<file path="src/verilog/gatl_cfg.svh">
// constants for the trigger and alarm block
`ifndef GATL_CFG_SVH
`define GATL_CFG_SVH
`define GATL_CLK_HZ          20000000
`define GATL_ONE_SEC_CYC     (`GATL_CLK_HZ)
`define GATL_POS_READINGS    60
`define GATL_POS_SATS        4
`define GATL_JAM_FRAMES      100
`define GATL_ADC_W           12
`define GATL_RAW_W           12
`define GATL_DLY_W           17
`define GATL_SEC_PER_HR      3600
`define GATL_SEC_PER_MIN     60
`define GATL_LIM_US_24       20830
`define GATL_LIM_US_2398     20850
`define GATL_LIM_US_25       20000
`define GATL_LIM_US_30       16670
`define GATL_LIM_US_30DF     16680
`endif

</file>
<file path="src/verilog/gatl_pkg.sv">
// types for the trigger and alarm block
package gatl_pkg;
    typedef enum logic [1:0] {GATL_IN_NONE, GATL_IN_RST_PT, GATL_IN_REACQ, GATL_IN_JAM} gatl_in_sel_t;
    typedef enum logic [2:0] {GATL_AL_NONE, GATL_AL_SIGWARN, GATL_AL_LOL, GATL_AL_TIME,
                              GATL_AL_NEARGL, GATL_AL_NOGL} gatl_al_sel_t;
    typedef enum logic [1:0] {GATL_REF_SAT, GATL_REF_GENLOCK, GATL_REF_INT} gatl_ref_t;
    typedef enum logic [1:0] {GATL_LOCK_BOOT, GATL_LOCK_COARSE, GATL_LOCK_FINE} gatl_lock_t;
    typedef enum logic [2:0] {GATL_FMT_2398, GATL_FMT_24, GATL_FMT_25, GATL_FMT_30,
                              GATL_FMT_30DF} gatl_fmt_t;
    typedef struct packed {
        logic [11:0] min;
        logic [11:0] max;
    } gatl_mm_t;
    typedef struct packed {
        logic [11:0] stuck_hi;
        logic [11:0] stuck_lo;
        logic [11:0] shorted;
    } gatl_bus_t;
endpackage

</file>
<file path="src/verilog/gatl_busmon.sv">
// stuck and shorted line watch for the genlock adc bus
`timescale 1ns/1ps
`include "gatl_cfg.svh"
module gatl_busmon #(
    parameter int W = `GATL_ADC_W
) (
    input  wire logic          clk_i,
    input  wire logic          rst_b_i,
    input  wire logic          clr_i,
    input  wire logic          vld_i,
    input  wire logic [W-1:0]  smp_i,
    output gatl_pkg::gatl_bus_t bus_o
);
    import gatl_pkg::*;
    logic [W-1:0] saw1;
    logic [W-1:0] saw0;
    logic [W-1:0] differ;
    logic [W-1:0] next_diff;
    genvar g;
    generate
        for (g = 0; g < W; g++) begin : g_pair
            // last line has no upper neighbour
            if (g < W-1) begin : g_n
                assign next_diff[g] = smp_i[g] ^ smp_i[g+1];
            end else begin : g_e
                assign next_diff[g] = 1'b0;
            end
        end
    endgenerate
    // a sample in the clearing cycle is kept, not lost
    wire [W-1:0] old1 = clr_i ? '0 : saw1;
    wire [W-1:0] old0 = clr_i ? '0 : saw0;
    wire [W-1:0] oldd = clr_i ? '0 : differ;
    wire [W-1:0] vm   = {W{vld_i}};
    always_ff @(posedge clk_i or negedge rst_b_i) begin
        if (!rst_b_i) begin
            saw1   <= '0;
            saw0   <= '0;
            differ <= '0;
        end else begin
            saw1   <= old1 | (smp_i & vm);
            saw0   <= old0 | (~smp_i & vm);
            differ <= oldd | (next_diff & vm);
        end
    end
    wire [W-1:0] any_seen = saw1 | saw0;
    assign bus_o.stuck_hi = 12'(saw1 & ~saw0);
    assign bus_o.stuck_lo = 12'(saw0 & ~saw1);
    // once any sample is seen, a pair never seen differing is flagged shorted
    assign bus_o.shorted  = 12'(any_seen & ~differ & {1'b0, {(W-1){1'b1}}});
endmodule

</file>
<file path="src/verilog/gatl_minmax.sv">
// running minimum and maximum of one sample stream
`timescale 1ns/1ps
`include "gatl_cfg.svh"
module gatl_minmax #(
    parameter int W = `GATL_ADC_W
) (
    input  wire logic              clk_i,
    input  wire logic              rst_b_i,
    input  wire logic              clr_i,
    input  wire logic              vld_i,
    input  wire logic [W-1:0]      smp_i,
    output gatl_pkg::gatl_mm_t     mm_o
);
    import gatl_pkg::*;
    logic [W-1:0] lo;
    logic [W-1:0] hi;
    logic         seen;
    // a sample in the clearing cycle starts the new record
    wire          fresh   = clr_i || !seen;
    wire          take_lo = vld_i && (fresh || smp_i < lo);
    wire          take_hi = vld_i && (fresh || smp_i > hi);
    always_ff @(posedge clk_i or negedge rst_b_i) begin
        if (!rst_b_i) begin
            lo   <= '0;
            hi   <= '0;
            seen <= 1'b0;
        end else begin
            if (take_lo) lo <= smp_i;
            if (take_hi) hi <= smp_i;
            seen <= vld_i || (seen && !clr_i);
        end
    end
    assign mm_o.min = 12'(lo);
    assign mm_o.max = 12'(hi);
endmodule

</file>
<file path="src/verilog/gatl_top.sv">
// trigger input actions, alarm output selection and diagnostics capture
`timescale 1ns/1ps
`include "gatl_cfg.svh"
module gatl_top #(
    parameter int ONE_SEC_CYC = `GATL_ONE_SEC_CYC,
    parameter int W           = `GATL_ADC_W
) (
    input  wire logic                  clk_i,
    input  wire logic                  rst_b_i,
    input  wire logic                  trigger_input_i,
    input  gatl_pkg::gatl_in_sel_t     in_sel_i,
    input  wire logic                  vitc_mode_i,
    input  wire logic                  frame_tick_i,
    input  wire logic                  tc_valid_i,
    input  wire logic                  reading_tick_i,
    input  wire logic [3:0]            sats_used_i,
    output logic                       rst_prog_time_o,
    output logic                       pos_store_o,
    output logic                       reacq_busy_o,
    output logic                       jam_sync_o,
    output logic                       load_tod_o,
    input  gatl_pkg::gatl_al_sel_t     al_sel_i,
    input  gatl_pkg::gatl_ref_t        ref_sel_i,
    input  wire logic [3:0]            signal_quality_level_i,
    input  wire logic [3:0]            warn_level_i,
    input  wire logic                  sat_below_thr_i,
    input  wire logic                  genlock_unlock_i,
    input  wire logic [4:0]            lol_hours_i,
    input  wire logic [5:0]            lol_mins_i,
    input  wire logic [5:0]            lol_secs_i,
    input  wire logic                  alarm_time_hit_i,
    input  wire logic                  tune_near_end_i,
    input  wire logic                  genlock_present_i,
    output logic                       alarm_output_o,
    output logic                       alarm_output_oe_o,
    input  gatl_pkg::gatl_lock_t       lock_state_i,
    output gatl_pkg::gatl_lock_t       lock_state_o,
    input  gatl_pkg::gatl_fmt_t        ltc_fmt_i,
    input  wire logic signed [15:0]    ltc_delay_us_i,
    output logic signed [15:0]         ltc_delay_us_o,
    input  wire logic                  diag_clr_i,
    input  wire logic                  gl_vld_i,
    input  wire logic [W-1:0]          gl_smp_i,
    input  wire logic                  ltcp_vld_i,
    input  wire logic [W-1:0]          ltcp_smp_i,
    input  wire logic                  ltcn_vld_i,
    input  wire logic [W-1:0]          ltcn_smp_i,
    output gatl_pkg::gatl_bus_t        gl_bus_o,
    output gatl_pkg::gatl_mm_t         gl_mm_o,
    output gatl_pkg::gatl_mm_t         ltcp_mm_o,
    output gatl_pkg::gatl_mm_t         ltcn_mm_o
);
    import gatl_pkg::*;
    ////////////////////////////////////////////////////////////////////////////
    // trigger input
    logic trig_s1;
    logic trig_s2;
    logic trig_d;
    always_ff @(posedge clk_i or negedge rst_b_i) begin
        if (!rst_b_i) begin
            trig_s1 <= 1'b1;
            trig_s2 <= 1'b1;
            trig_d  <= 1'b1;
        end else begin
            trig_s1 <= trigger_input_i;
            trig_s2 <= trig_s1;
            trig_d  <= trig_s2;
        end
    end
    wire trig_fall = trig_d && !trig_s2;
    wire go_rst    = trig_fall && (in_sel_i == GATL_IN_RST_PT);
    wire go_reacq  = trig_fall && (in_sel_i == GATL_IN_REACQ);
    wire go_jam    = trig_fall && (in_sel_i == GATL_IN_JAM);
    ////////////////////////////////////////////////////////////////////////////
    // timecode validity run
    logic [6:0] frame_run;
    wire        tc_ok = (frame_run >= 7'(`GATL_JAM_FRAMES));
    always_ff @(posedge clk_i or negedge rst_b_i) begin
        if (!rst_b_i) begin
            frame_run <= '0;
        end else if (!tc_valid_i) begin
            frame_run <= '0;
        end else if (frame_tick_i && !tc_ok) begin
            frame_run <= frame_run + 7'h01;
        end
    end
    ////////////////////////////////////////////////////////////////////////////
    // reacquire position
    logic [5:0] read_cnt;
    wire        good_read = reading_tick_i && (sats_used_i >= 4'(`GATL_POS_SATS));
    wire        read_done = good_read && (read_cnt == 6'(`GATL_POS_READINGS - 1));
    always_ff @(posedge clk_i or negedge rst_b_i) begin
        if (!rst_b_i) begin
            reacq_busy_o <= 1'b0;
            read_cnt     <= '0;
            pos_store_o  <= 1'b0;
        end else begin
            pos_store_o <= reacq_busy_o && read_done;
            if (go_reacq) begin
                reacq_busy_o <= 1'b1;
                read_cnt     <= '0;
            end else if (reacq_busy_o && read_done) begin
                reacq_busy_o <= 1'b0;
            end else if (reacq_busy_o && good_read) begin
                read_cnt <= read_cnt + 6'h01;
            end
        end
    end
    ////////////////////////////////////////////////////////////////////////////
    // action pulses
    always_ff @(posedge clk_i or negedge rst_b_i) begin
        if (!rst_b_i) begin
            rst_prog_time_o <= 1'b0;
            jam_sync_o      <= 1'b0;
            load_tod_o      <= 1'b0;
        end else begin
            rst_prog_time_o <= go_rst;
            jam_sync_o      <= go_jam && tc_ok;
            load_tod_o      <= go_jam && tc_ok && vitc_mode_i;
        end
    end
    ////////////////////////////////////////////////////////////////////////////
    // loss of lock delay
    wire [`GATL_DLY_W-1:0] lol_target = 17'(lol_hours_i) * 17'(`GATL_SEC_PER_HR)
                                      + 17'(lol_mins_i) * 17'(`GATL_SEC_PER_MIN)
                                      + 17'(lol_secs_i);
    logic [31:0]             sec_div;
    logic [`GATL_DLY_W-1:0]  lol_secs;
    wire                     sec_tick = (sec_div == 32'(ONE_SEC_CYC - 1));
    wire                     lol_cond = sat_below_thr_i || genlock_unlock_i;
    wire                     lol_ripe = lol_cond && (lol_secs >= lol_target);
    always_ff @(posedge clk_i or negedge rst_b_i) begin
        if (!rst_b_i) begin
            sec_div  <= '0;
            lol_secs <= '0;
        end else begin
            sec_div <= sec_tick ? 32'h0000_0000 : sec_div + 32'h0000_0001;
            if (!lol_cond) begin
                lol_secs <= '0;
            end else if (sec_tick && !lol_ripe) begin
                lol_secs <= lol_secs + 17'h0_0001;
            end
        end
    end
    ////////////////////////////////////////////////////////////////////////////
    // alarm time one second hold
    logic [31:0] at_cnt;
    wire         at_on = (at_cnt != 32'h0000_0000);
    always_ff @(posedge clk_i or negedge rst_b_i) begin
        if (!rst_b_i) begin
            at_cnt <= '0;
        end else if (alarm_time_hit_i) begin
            at_cnt <= 32'(ONE_SEC_CYC);
        end else if (at_on) begin
            at_cnt <= at_cnt - 32'h0000_0001;
        end
    end
    ////////////////////////////////////////////////////////////////////////////
    // alarm selection and reference gating
    wire is_sat  = (ref_sel_i == GATL_REF_SAT);
    wire is_gl   = (ref_sel_i == GATL_REF_GENLOCK);
    // with the satellite reference, quality below warning level holds the pin low, release at the level
    wire sw_act  = is_sat && (signal_quality_level_i < warn_level_i);
    wire lol_act = (is_sat || is_gl) && lol_ripe;
    wire ngl_act = is_gl && tune_near_end_i;
    wire nog_act = is_gl && !genlock_present_i;
    logic al_act;
    always_comb begin
        unique case (al_sel_i)
            GATL_AL_NONE:    al_act = 1'b0;
            GATL_AL_SIGWARN: al_act = sw_act;
            GATL_AL_LOL:     al_act = lol_act;
            GATL_AL_TIME:    al_act = at_on;
            GATL_AL_NEARGL:  al_act = ngl_act;
            GATL_AL_NOGL:    al_act = nog_act;
            default:         al_act = 1'b0;
        endcase
    end
    logic al_q;
    always_ff @(posedge clk_i or negedge rst_b_i) begin
        if (!rst_b_i) begin
            al_q <= 1'b0;
        end else begin
            al_q <= al_act;
        end
    end
    assign alarm_output_o    = 1'b0;
    assign alarm_output_oe_o = al_q;
    ////////////////////////////////////////////////////////////////////////////
    // timecode delay clamp
    logic signed [15:0] lim;
    always_comb begin
        unique case (ltc_fmt_i)
            GATL_FMT_2398: lim = 16'(`GATL_LIM_US_2398);
            GATL_FMT_24:   lim = 16'(`GATL_LIM_US_24);
            GATL_FMT_25:   lim = 16'(`GATL_LIM_US_25);
            GATL_FMT_30:   lim = 16'(`GATL_LIM_US_30);
            GATL_FMT_30DF: lim = 16'(`GATL_LIM_US_30DF);
            default:       lim = 16'(`GATL_LIM_US_30);
        endcase
    end
    wire signed [15:0] nlim = -lim;
    always_ff @(posedge clk_i or negedge rst_b_i) begin
        if (!rst_b_i) begin
            ltc_delay_us_o <= '0;
        end else if (ltc_delay_us_i > lim) begin
            ltc_delay_us_o <= lim;
        end else if (ltc_delay_us_i < nlim) begin
            ltc_delay_us_o <= nlim;
        end else begin
            ltc_delay_us_o <= ltc_delay_us_i;
        end
    end
    ////////////////////////////////////////////////////////////////////////////
    // diagnostics, outputs only, nothing above reads them
    always_ff @(posedge clk_i or negedge rst_b_i) begin
        if (!rst_b_i) begin
            lock_state_o <= GATL_LOCK_BOOT;
        end else begin
            lock_state_o <= lock_state_i;
        end
    end
    gatl_busmon #(.W(W)) u_bus (
        .clk_i  (clk_i),
        .rst_b_i(rst_b_i),
        .clr_i  (diag_clr_i),
        .vld_i  (gl_vld_i),
        .smp_i  (gl_smp_i),
        .bus_o  (gl_bus_o)
    );
    gatl_minmax #(.W(W)) u_gl (
        .clk_i  (clk_i),
        .rst_b_i(rst_b_i),
        .clr_i  (diag_clr_i),
        .vld_i  (gl_vld_i),
        .smp_i  (gl_smp_i),
        .mm_o   (gl_mm_o)
    );
    gatl_minmax #(.W(W)) u_lp (
        .clk_i  (clk_i),
        .rst_b_i(rst_b_i),
        .clr_i  (diag_clr_i),
        .vld_i  (ltcp_vld_i),
        .smp_i  (ltcp_smp_i),
        .mm_o   (ltcp_mm_o)
    );
    gatl_minmax #(.W(W)) u_ln (
        .clk_i  (clk_i),
        .rst_b_i(rst_b_i),
        .clr_i  (diag_clr_i),
        .vld_i  (ltcn_vld_i),
        .smp_i  (ltcn_smp_i),
        .mm_o   (ltcn_mm_o)
    );
endmodule
</file>
<file path="config.mk">
export PLATFORM = sky130hd
export DESIGN_NAME = gatl_top
export DESIGN_NICKNAME = d
export VERILOG_FILES = /design/src/verilog/gatl_pkg.sv /design/src/verilog/gatl_busmon.sv /design/src/verilog/gatl_minmax.sv /design/src/verilog/gatl_top.sv
export VERILOG_INCLUDE_DIRS = /design/src /design/src/verilog
export SDC_FILE = /design/constraint.sdc
export NUM_CORES = 1
export LEC_CHECK = 0
export BUFFER_PORTS_ARGS = -buffer_cell sky130_fd_sc_hd__buf_2
export CORE_AREA = 4 4 229 231
export CTS_BUF_LIST = sky130_fd_sc_hd__clkbuf_2 sky130_fd_sc_hd__clkbuf_4 sky130_fd_sc_hd__clkbuf_8
export DETAILED_ROUTE_END_ITERATION = 16
export DIE_AREA = 0 0 233 235
export HOLD_SLACK_MARGIN = 0.08
export PLACE_DENSITY = 0.54
export SLEW_MARGIN = 10
export SYNTH_ARGS = -nofsm -noshare
export SYNTH_HDL_FRONTEND = slang
export SYNTH_SLANG_ARGS = --single-unit
</file>
<file path="constraint.sdc">
create_clock -name clk_i -period 4.9 [get_ports clk_i]
set_clock_uncertainty 0.2 [all_clocks]
set_input_delay 0.245 -clock clk_i [delete_from_list [all_inputs] [get_ports clk_i]]
set_output_delay 0.245 -clock clk_i [all_outputs]
set_load 0.01 [all_outputs]
</file>
==> results.cfg, run 1 <==
[synth]
netlist_area_um2 = 14500
postSynthAreaPerCell_um2 = 9.85
synth_top_family_by_area = adder cells
synth.top_cells.by_area = dfrtp_1, ha_1, mux2_2
ys_types = 61
synth-simple-area-share_pct = 14.8
synth_compound_area_share_pct = 11.9
ys_seq_elements = 231
synthFlopType = dfrtp_1
synth_top_area_cell = dfrtp_1
synth_edf_count = 0
async_reset_ff_share_pct = 100
yosys_warnings = 0
yosysTopAreaCellShare_pct = 39.2
synth_fa_ha_area_share_pct = 16.5
synth_xor_area_share_pct = 5.48
synthCells = 1477
synth_mux_area_share_pct = 5.99
yosysSeqAreaShare_pct = 39.8

[worst_setup_path]
worstSetupEndpointType = register
path_delay_family = adder cells
arrival_ps = 5300
crit_buf_inv = 5
crit_required_ps = 5150
rrSetupSlack_ps = 1330
crit_fanout = 8
startpoint_type = input port
cp.depth = 23
r2r-end = alarm_output_oe_o
r2r_start = at_cnt[26]
rr_worst_depth = 6
critPathLaunch = lol_mins_i[0]
path_class = input port to register
cp_slowest_cell = fa_1
worstPathCellList = buf_8 -> fa_1 -> fa_1 -> inv_1 -> fa_2 -> fa_1 -> inv_2 -> ha_4 -> a211oi_1 -> nor2_1 -> o21a_1 -> o21a_1 -> o21a_1 -> o31ai_2 -> ha_1 -> a211oi_2 -> nor2_1 -> nor3_2 -> o21ai_2 -> buf_6 -> buf_12 -> o311ai_4 -> o41ai_4
crit_path_max_incr_delay_ps = 570
cp-endpoint = lol_secs[6]

[timing]
rsz0062_at_grt = yes
slew_headroom_pct = 21.6
fin_hold_ws_ps = 140
setup_slack_ps = -152
worst_pin_slew_ps = 1180
finalHoldViolations = 0
drv_slew = 0
finalSetupViolCount = 18
period_share_pct = 103
final.min_clock_period_ps = 5050
fmax_mhz = 198

[routing]
routed.top_layer = met4
antenna_left = 0
detail_route.drc_violations = 0
drt_iter0_markers = 431
dr_wl_met2_um = 18600
vias_per_cell = 4.74
vias = 12400
avgRoutedWirePerCell_um = 14.9
wl_met1_um = 17000
wirelength_um = 38800
firstDrtPassIters = 4
route.met3.wl_um = 2310

[pwr]
pwr-share-seq_pct = 33.1
p_int_mw = 4.52
power_density_nw_per_um2 = 344
p_switching_mw = 2.29
p_clk_share_pct = 29.6
pwr-share-comb_pct = 37.3
power_leakage_nw = 9.52
swShare_pct = 33.7
finalPower_mw = 6.81
peakVddDrop_mv = 0.179

[clock_network]
cts-root-buf = clkbuf_8
clock_latency_ps = 610
cts.clk_slew.worst_paths_ps = 60
htreeDepth = 2
cts_sinks = 231
numCtsBuffers = 44
cts_tree = yes
clock_path_buffers = 3

[placed_design]
hpwl_um = 27900
place_ws_ps = -808
place_congestion = 0.794
portBuffers = 237
place_inst = 2409

[finish]
final_cell_mix = buf_2, dfrtp_1, inv_1, ha_1, nor2_1
fillCellCount = 4924
diodes = 0
drive_above_1_share_pct = 28.7
fin_util_pct = 39.6
nets = 2197
finalNonFillerCells = 2610
syn_to_final_growth_pct = 36.3
final_common_cell = buf_2

[run]
cap_violations = 0

[global_route]
grtUsageTotal_pct = 13.7
grt_max_degree = 91
grt_pass1_vias = 12600
grt_first_pass_wirelength_um = 63200
grt_overflow_total = 0
antenna_found_initial = 0

[outcome]
status = complete, but fails checks
violations = setup timing

[die]
rows = 82
dieHeight_um = 235
io_pins = 242
initial_core_util_pct = 29.0
die_area_um2 = 54800
die_w_um = 233
coreArea_um2 = 50100

[min_path]
hp-class = input port to register
hold_depth = 5
## cell families after synthesis
| family | count (synthesis) |
|---|---|
| mux | 78 |
| buf+inv | 207 |
| flops | 231 |
| compound gates | 265 |
| other cells | 1 |
| xor+xnor | 91 |
| simple gates | 421 |
| fa+ha+maj | 183 |
## per-layer routing
layer | up-vias | GRT usage [%]
met5 | - | 0
met4 | 0 | 4.24
met3 | 62 | 3.02
met2 | 268 | 23.6
met1 | 5968 | 17.2
li1 | 6070 | -
## cells in the mapped netlist, types with 6 or more instances
cell,count
o211ai_1,12
nand3_1,34
and3_1,18
o311ai_0,19
o22ai_1,24
and2_1,11
xor2_1,43
xnor2_1,48
nor4_1,13
nand2b_1,32
o21ai_0,55
nor3_1,23
clkbuf_1,30
ha_1,168
mux2_2,72
dfrtp_1,228
nand4b_1,8
o41ai_1,20
nor2_1,111
a21o_1,16
fa_1,15
nor4b_1,6
nor2b_1,11
nand4_1,33
a21oi_1,70
nand2_1,88
a211oi_1,13
and4_1,6
inv_1,170
mux2i_1,6
o21a_1,7
o31ai_1,8
## per-stage QoR
stage                     setup TNS (ps)  area [um^2]
final                              -1510        19800
after global routing               -4440        19800
after CTS                           -289        19400
after detailed placement          -13730        17000
after global placement            -12350        17000
after floorplan                    -4570        14700
## what timing repair did
item	in CTS	in global routing
gates resized for setup	45	53
pin swaps	19	18
endpoints found under the setup margin	18	18
hold buffers	104	0
buffers inserted	11	4
endpoints found under the hold margin	353	0
cloned	2	2
## flip-flops by register name, summed over array words and instances (netlist names), 2 cells and up
name and count:
at_cnt 32, sec_div 32, lol_secs 17, ltc_delay_us_o 16, u_bus.saw0 12, u_bus.saw1 12
u_gl.hi 12, u_gl.lo 12, u_ln.hi 12, u_ln.lo 12, u_lp.hi 12, u_lp.lo 12
u_bus.differ 11, frame_run 7, read_cnt 6, lock_state_o 2
## power groups by stage
stage | combinational, mW | clock, mW | sequential (mW)
3_5_place_dp | 2.15 | 0 | 2.29
2_1_floorplan | 1.30 | 0 | 2.33
4_1_cts | 2.38 | 2.10 | 2.26
5_1_grt | 2.85 | 2.18 | 2.29
6_report | 2.54 | 2.02 | 2.26
3_3_place_gp | 2.10 | 0 | 2.28
## tightest hold or removal path, cell delays in order
cell	delay [ps]
buf_2	90
o211ai_1	180
nor3_1	230
xnor2_1	90
nor2_1	70
## how the worst min path moves through the flow
stage | start | to | slack [ps]
6_report | sats_used_i[3] | read_cnt[4] | 140
3_3_place_gp | rst_b_i | u_bus.saw1[6] | 100
4_1_cts | sats_used_i[3] | read_cnt[4] | 80
3_5_place_dp | rst_b_i | u_bus.saw1[6] | 100
5_1_grt | trig_s1 | trig_s2 | 160
2_1_floorplan | rst_b_i | alarm_output_oe_o | -250
## area by class of cell
type	count	area [um^2]	area share, %
well taps	672	841	4.24
inverters	172	649	3.28
clock inverters	13	119	0.600
repair buffers	414	2910	14.7
flip-flops and latches	231	5780	29.2
clock buffers	66	833	4.21
multi-input cells	1042	8680	43.8
Power figures use the tool's default switching activity.
==> inputs of run 2 (changes only) <==
- SETUP_SLACK_MARGIN: not set -> 0.3
==> run 2 against run 1 <==
The run still ends with setup timing left. Sequential power about the same. Critical endpoint is now lol_secs[8]. Critical path type unchanged. Final cell count rose by 0.11%. Fmax down 0.95%. Hold slack got worse by 1.9 ps. Largest power group unchanged. Cell area shrank 0.57%. First-iteration DRC count up 10%.
==> results.cfg, run 2 (synthesis results as in run 1) <==
[outcome]
status = complete, but fails checks
violations = setup timing

[finish]
final_cell_mix = buf_2, dfrtp_1, inv_1, ha_1, nor2_1
fillCellCount = 4932
multi_input_area_um2 = 8540
reg_top3 = at_cnt (32), sec_div (32), lol_secs (17)
finalNonFillerCells = 2613
syn_to_final_growth_pct = 35.5
drive_above_1_share_pct = 28.2
nets = 2199
final_common_cell = buf_2
ff_latch_area_um2 = 5780
final_cell_area_um2 = 19700

[pwr]
power_leakage_nw = 9.50
peakVddDrop_mv = 0.177
power_density_nw_per_um2 = 344

[placed_design]
portBuffers = 237
place_inst = 2409
placed_area_um2 = 17000
hpwl_um = 27900
place_congestion = 0.794

[die]
coreArea_um2 = 50100
die_area_um2 = 54800
rows = 82
io_pins = 242
die_w_um = 233
initial_core_util_pct = 29.0
dieHeight_um = 235

[timing]
fmax_mhz = 196
final.min_clock_period_ps = 5100
setup_slack_ps = -201
period_share_pct = 104
drv_slew = 0
worst_pin_slew_ps = 1180
slew_headroom_pct = 21.7
finalSetupViolCount = 18
rsz0062_at_grt = yes
finalHoldViolations = 0

[clock_network]
cts_sinks = 231
htreeDepth = 2
clock_latency_ps = 610
cts.clk_slew.worst_paths_ps = 60
cts_tree = yes
clock_path_buffers = 3
numCtsBuffers = 44
cts-root-buf = clkbuf_8

[worst_setup_path]
startpoint_type = input port
crit_fanout = 6
arrival_ps = 5360
crit_required_ps = 5150
path_class = input port to register
worstSetupEndpointType = register

[routing]
avgRoutedWirePerCell_um = 14.8
vias_per_cell = 4.75
drt_iter0_markers = 474
detail_route.drc_violations = 0
wirelength_um = 38600
firstDrtPassIters = 5
antenna_left = 0
vias = 12400

[min_path]
hp-class = input port to register

[global_route]
grtUsageTotal_pct = 13.8
antenna_found_initial = 0
grt_first_pass_wirelength_um = 63400
grt_max_degree = 91
grt_pass1_vias = 12600
grt_overflow_total = 0

[run]
cap_violations = 0
run 2: cell count changes in the layout (fill, tap and decap cells not counted), moves of 2 or more:
cell / change
o41ai_2: -2
inv_2: -2
o21ai_1: +2
buf_6: +4
ha_4: -2
o41ai_1: +2
o311ai_4: -6
inv_1: +2
a21oi_2: -2
a21oi_1: +2
o311ai_2: +3
o311ai_1: +3
run 2: timing repair:
action                     in CTS  in global routing
setup endpoints to repair      18                 18
hold endpoints to repair      353                  0
hold buffers                  104                  0
pin swaps                      18                 15
setup buffers                  15                  1
gates resized for setup        57                 25
cloned                          3                  1
run 2: power by group:
part | total [mW] | switching (mW) | internal, mW
Combinational | 2.49 | 1.26 | 1.23
Sequential | 2.26 | 0.147 | 2.11
Clock | 2.02 | 0.868 | 1.15
Total | 6.77 | 2.27 | 4.50
run 2: path summary, 6_finish.rpt:
kind                            slack, ps                 to  cells after the start      startpoint
worst max-delay path                 -200        lol_secs[8]                     27   lol_mins_i[0]
worst min-delay path                  140        read_cnt[4]                      5  sats_used_i[3]
worst max register to register       1320  alarm_output_oe_o                      6      at_cnt[26]
worst min register to register        150            trig_s2                      0         trig_s1
max in group asynchronous            2380      u_bus.saw1[9]                      4         rst_b_i
min in group asynchronous             590         u_ln.hi[8]                      3         rst_b_i
run 2: metal layers:
metal	GRT usage, %	up-vias	share of wire, %
met4	4.20	0	2.4
met1	17.3	5964	43
met5	0	-	0
met3	3.02	64	6.3
met2	23.8	293	48
li1	-	6078	-
run 2: cell type report:
type | instances | area share [%]
antenna | 1 | 0.0127
clock buffer | 66 | 4.23
clock inverter | 13 | 0.603
inverter | 172 | 3.30
multi-input combinational | 1042 | 43.3
sequential | 231 | 29.4
tap | 672 | 4.27
timing repair buffer | 416 | 14.9
run 2: per-stage QoR:
stage	util [%]	total power, mW	hold slack (ps)	setup WS [ps]	setup TNS, ps
after global routing	39.3	7.28	160	-397	-5860
final	39.3	6.77	138	-201	-2450
after detailed placement	33.9	4.44	98.3	-808	-13730
after CTS	38.9	6.82	82.5	-24.7	-73.4
after floorplan	-	3.63	-251	-262	-4570
after global placement	33.9	4.39	98.3	-702	-12350
run 2: worst max-delay path, cell delays in order:
cell and delay, ps:
buf_8 100, fa_1 570, fa_1 450, ha_1 310, a21o_1 180, a21oi_2 170, o21ai_2 100, o41ai_2 250
xnor2_1 170, ha_1 280, ha_4 220, or3_1 300, o21ai_1 110, a21oi_2 50, nand2_1 70, xor2_1 150
ha_1 260, buf_4 140, nand4_1 130, buf_4 140, nor2_4 30, nand2_2 70, o41ai_4 90, buf_4 170
clkbuf_16 160, o311ai_2 310, o41ai_2 120
==> inputs of run 3 (changes only) <==
- TNS_END_PERCENT: not set -> 1
- clock period: 4.9 -> 5.61 ns (I/O delays scaled with it)
==> run 3 against run 2 <==
The flow now finishes without violations. Global-route usage is 0.90 points lower. Flip-flop and latch count stayed put. First-iteration DRC count is 5.9% lower. Wire length is 5.3% lower. Count of clock-buffer cells in the layout is 1 lower. Combinational power is 16% lower. Total power is 16% lower. Sequential share of layout area is 1.2 points higher. Cell area is 3.9% lower. Critical path type unchanged. Critical endpoint is now lol_secs[13]. Highest routed layer is now met5.
==> results.cfg, run 3 (synthesis results as in run 1) <==
[pwr]
peakVddDrop_mv = 0.142
p_switching_mw = 1.88
p_int_mw = 3.79
pwr-share-comb_pct = 36.6
swShare_pct = 33.1
pwr-share-seq_pct = 34.7
finalPower_mw = 5.67
power_leakage_nw = 9.17
p_clk_share_pct = 28.6
power_density_nw_per_um2 = 300

[timing]
worst_pin_slew_ps = 1180
rsz0062_at_grt = yes
period_share_pct = 94.8
setup_slack_ps = 290
slew_headroom_pct = 21.2
finalHoldViolations = 0
fmax_mhz = 188
finalSetupViolCount = 0
drv_slew = 0
timing.setup.tns_ps = 0
fin_hold_ws_ps = 144
final.min_clock_period_ps = 5320

[placed_design]
place_congestion = 0.787
portBuffers = 237
place_ws_ps = -331
hpwl_um = 26700

[routing]
detail_route.drc_violations = 0
drt_iter0_markers = 446
vias_per_cell = 4.71
firstDrtPassIters = 4
antenna_left = 0
wirelength_um = 36600
avgRoutedWirePerCell_um = 14.2
vias = 12100

[finish]
diodes = 0
nets = 2164
reg_top3 = at_cnt (32), sec_div (32), lol_secs (17)
final_cell_mix = buf_2, dfrtp_1, inv_1, ha_1, nor2_1
fillCellCount = 5075
final_common_cell = buf_2
syn_to_final_growth_pct = 30.1
fin_util_pct = 37.8
drive_above_1_share_pct = 25.9

[clock_network]
numCtsBuffers = 41
clock_path_buffers = 3
cts.clk_slew.worst_paths_ps = 60
cts-root-buf = clkbuf_8
cts_tree = yes
cts_sinks = 231
clock_latency_ps = 540
htreeDepth = 2

[min_path]
hp-class = input port to register

[die]
die_w_um = 233
io_pins = 242
initial_core_util_pct = 29.0
dieHeight_um = 235
coreArea_um2 = 50100
die_area_um2 = 54800
rows = 82

[worst_setup_path]
arrival_ps = 5530
path_class = input port to register
crit_path_max_incr_delay_ps = 580
cp_slowest_cell = fa_1
worstSetupEndpointType = register
startpoint_type = input port
crit_required_ps = 5820
crit_fanout = 12

[global_route]
antenna_found_initial = 3
grt_max_degree = 121
grt_overflow_total = 0
grtUsageTotal_pct = 12.9
grt_pass1_vias = 12400
grt_first_pass_wirelength_um = 60500

[run]
cap_violations = 0

[outcome]
status = finished, final reports clean
-- run 3: cell types whose count changed in the layout (fill, tap and decap cells not counted), sizes merged --
| cell | change |
|---|---|
| buf | -17 |
| o21ai | +1 |
| clkinv | -5 |
| bufinv | -1 |
| diode | -1 |
| dlygate4sd3 | -15 |
| clkbuf | -2 |
| inv | -1 |
-- run 3: what timing repair did --
| item | CTS | global route |
|---|---|---|
| setup endpoints to repair | 6 | 18 |
| hold buffers | 89 | 0 |
| setup buffers | 2 | 9 |
| pin swaps | 1 | 25 |
| gates resized for setup | 3 | 35 |
| gates cloned | 0 | 1 |
| hold endpoints to repair | 290 | 0 |
-- run 3: area by class of cell --
type | instances | area (um^2) | area share (%)
clock buffer | 65 | 826 | 4.36
clock inverter | 6 | 32.5 | 0.172
inverter | 172 | 649 | 3.43
sequential | 231 | 5780 | 30.6
multi-input combinational | 1043 | 8260 | 43.6
tap | 672 | 841 | 4.44
timing repair buffer | 383 | 2530 | 13.4
-- run 3: layer usage --
layer / routed length (um) / share of wire [%] / vias up / global-route usage (%)
met1: 16600 / 45 / 5823 / 16.6
li1: - / - / 5990 / -
met3: 1630 / 4.5 / 66 / 2.33
met2: 17600 / 48 / 219 / 22.3
met4: 774 / 2.1 / 6 / 3.51
met5: 47 / 0.13 / - / 0
-- run 3: path summary, 6_finish.rpt --
kind                                from           endpoint  slack [ps]  cells after the start
max                        lol_mins_i[2]       lol_secs[13]         290                     27
min                         ltc_fmt_i[0]  ltc_delay_us_o[2]         140                      5
max reg2reg                   at_cnt[26]  alarm_output_oe_o        2000                      6
min reg2reg                      trig_s1            trig_s2         160                      0
max in group asynchronous        rst_b_i         at_cnt[13]        3910                      3
min in group asynchronous        rst_b_i   u_bus.differ[10]         170                      2
-- run 3: power groups by stage --
stage	registers, mW	clock network [mW]	logic (mW)
after floorplan	2.03	0	1.11
after global placement	1.99	0	1.78
after detailed placement	2.00	0	1.83
after CTS	1.97	1.71	1.91
after global routing	1.99	1.77	2.36
final	1.97	1.62	2.08
-- run 3: metrics by stage --
stage	std cells	cell area [um^2]
6_report	2572	18900
5_1_grt	2572	18900
4_1_cts	2562	18700
3_5_place_dp	2400	16900
3_3_place_gp	2400	16900
2_1_floorplan	1480	14600
-- run 3: worst max-delay path: cells and delay by family --
family,cells,cell delay [ps]
fa+ha+maj,6,2370
compound gates,10,1540
buf+inv,6,720
simple gates,3,330
xor+xnor,2,260
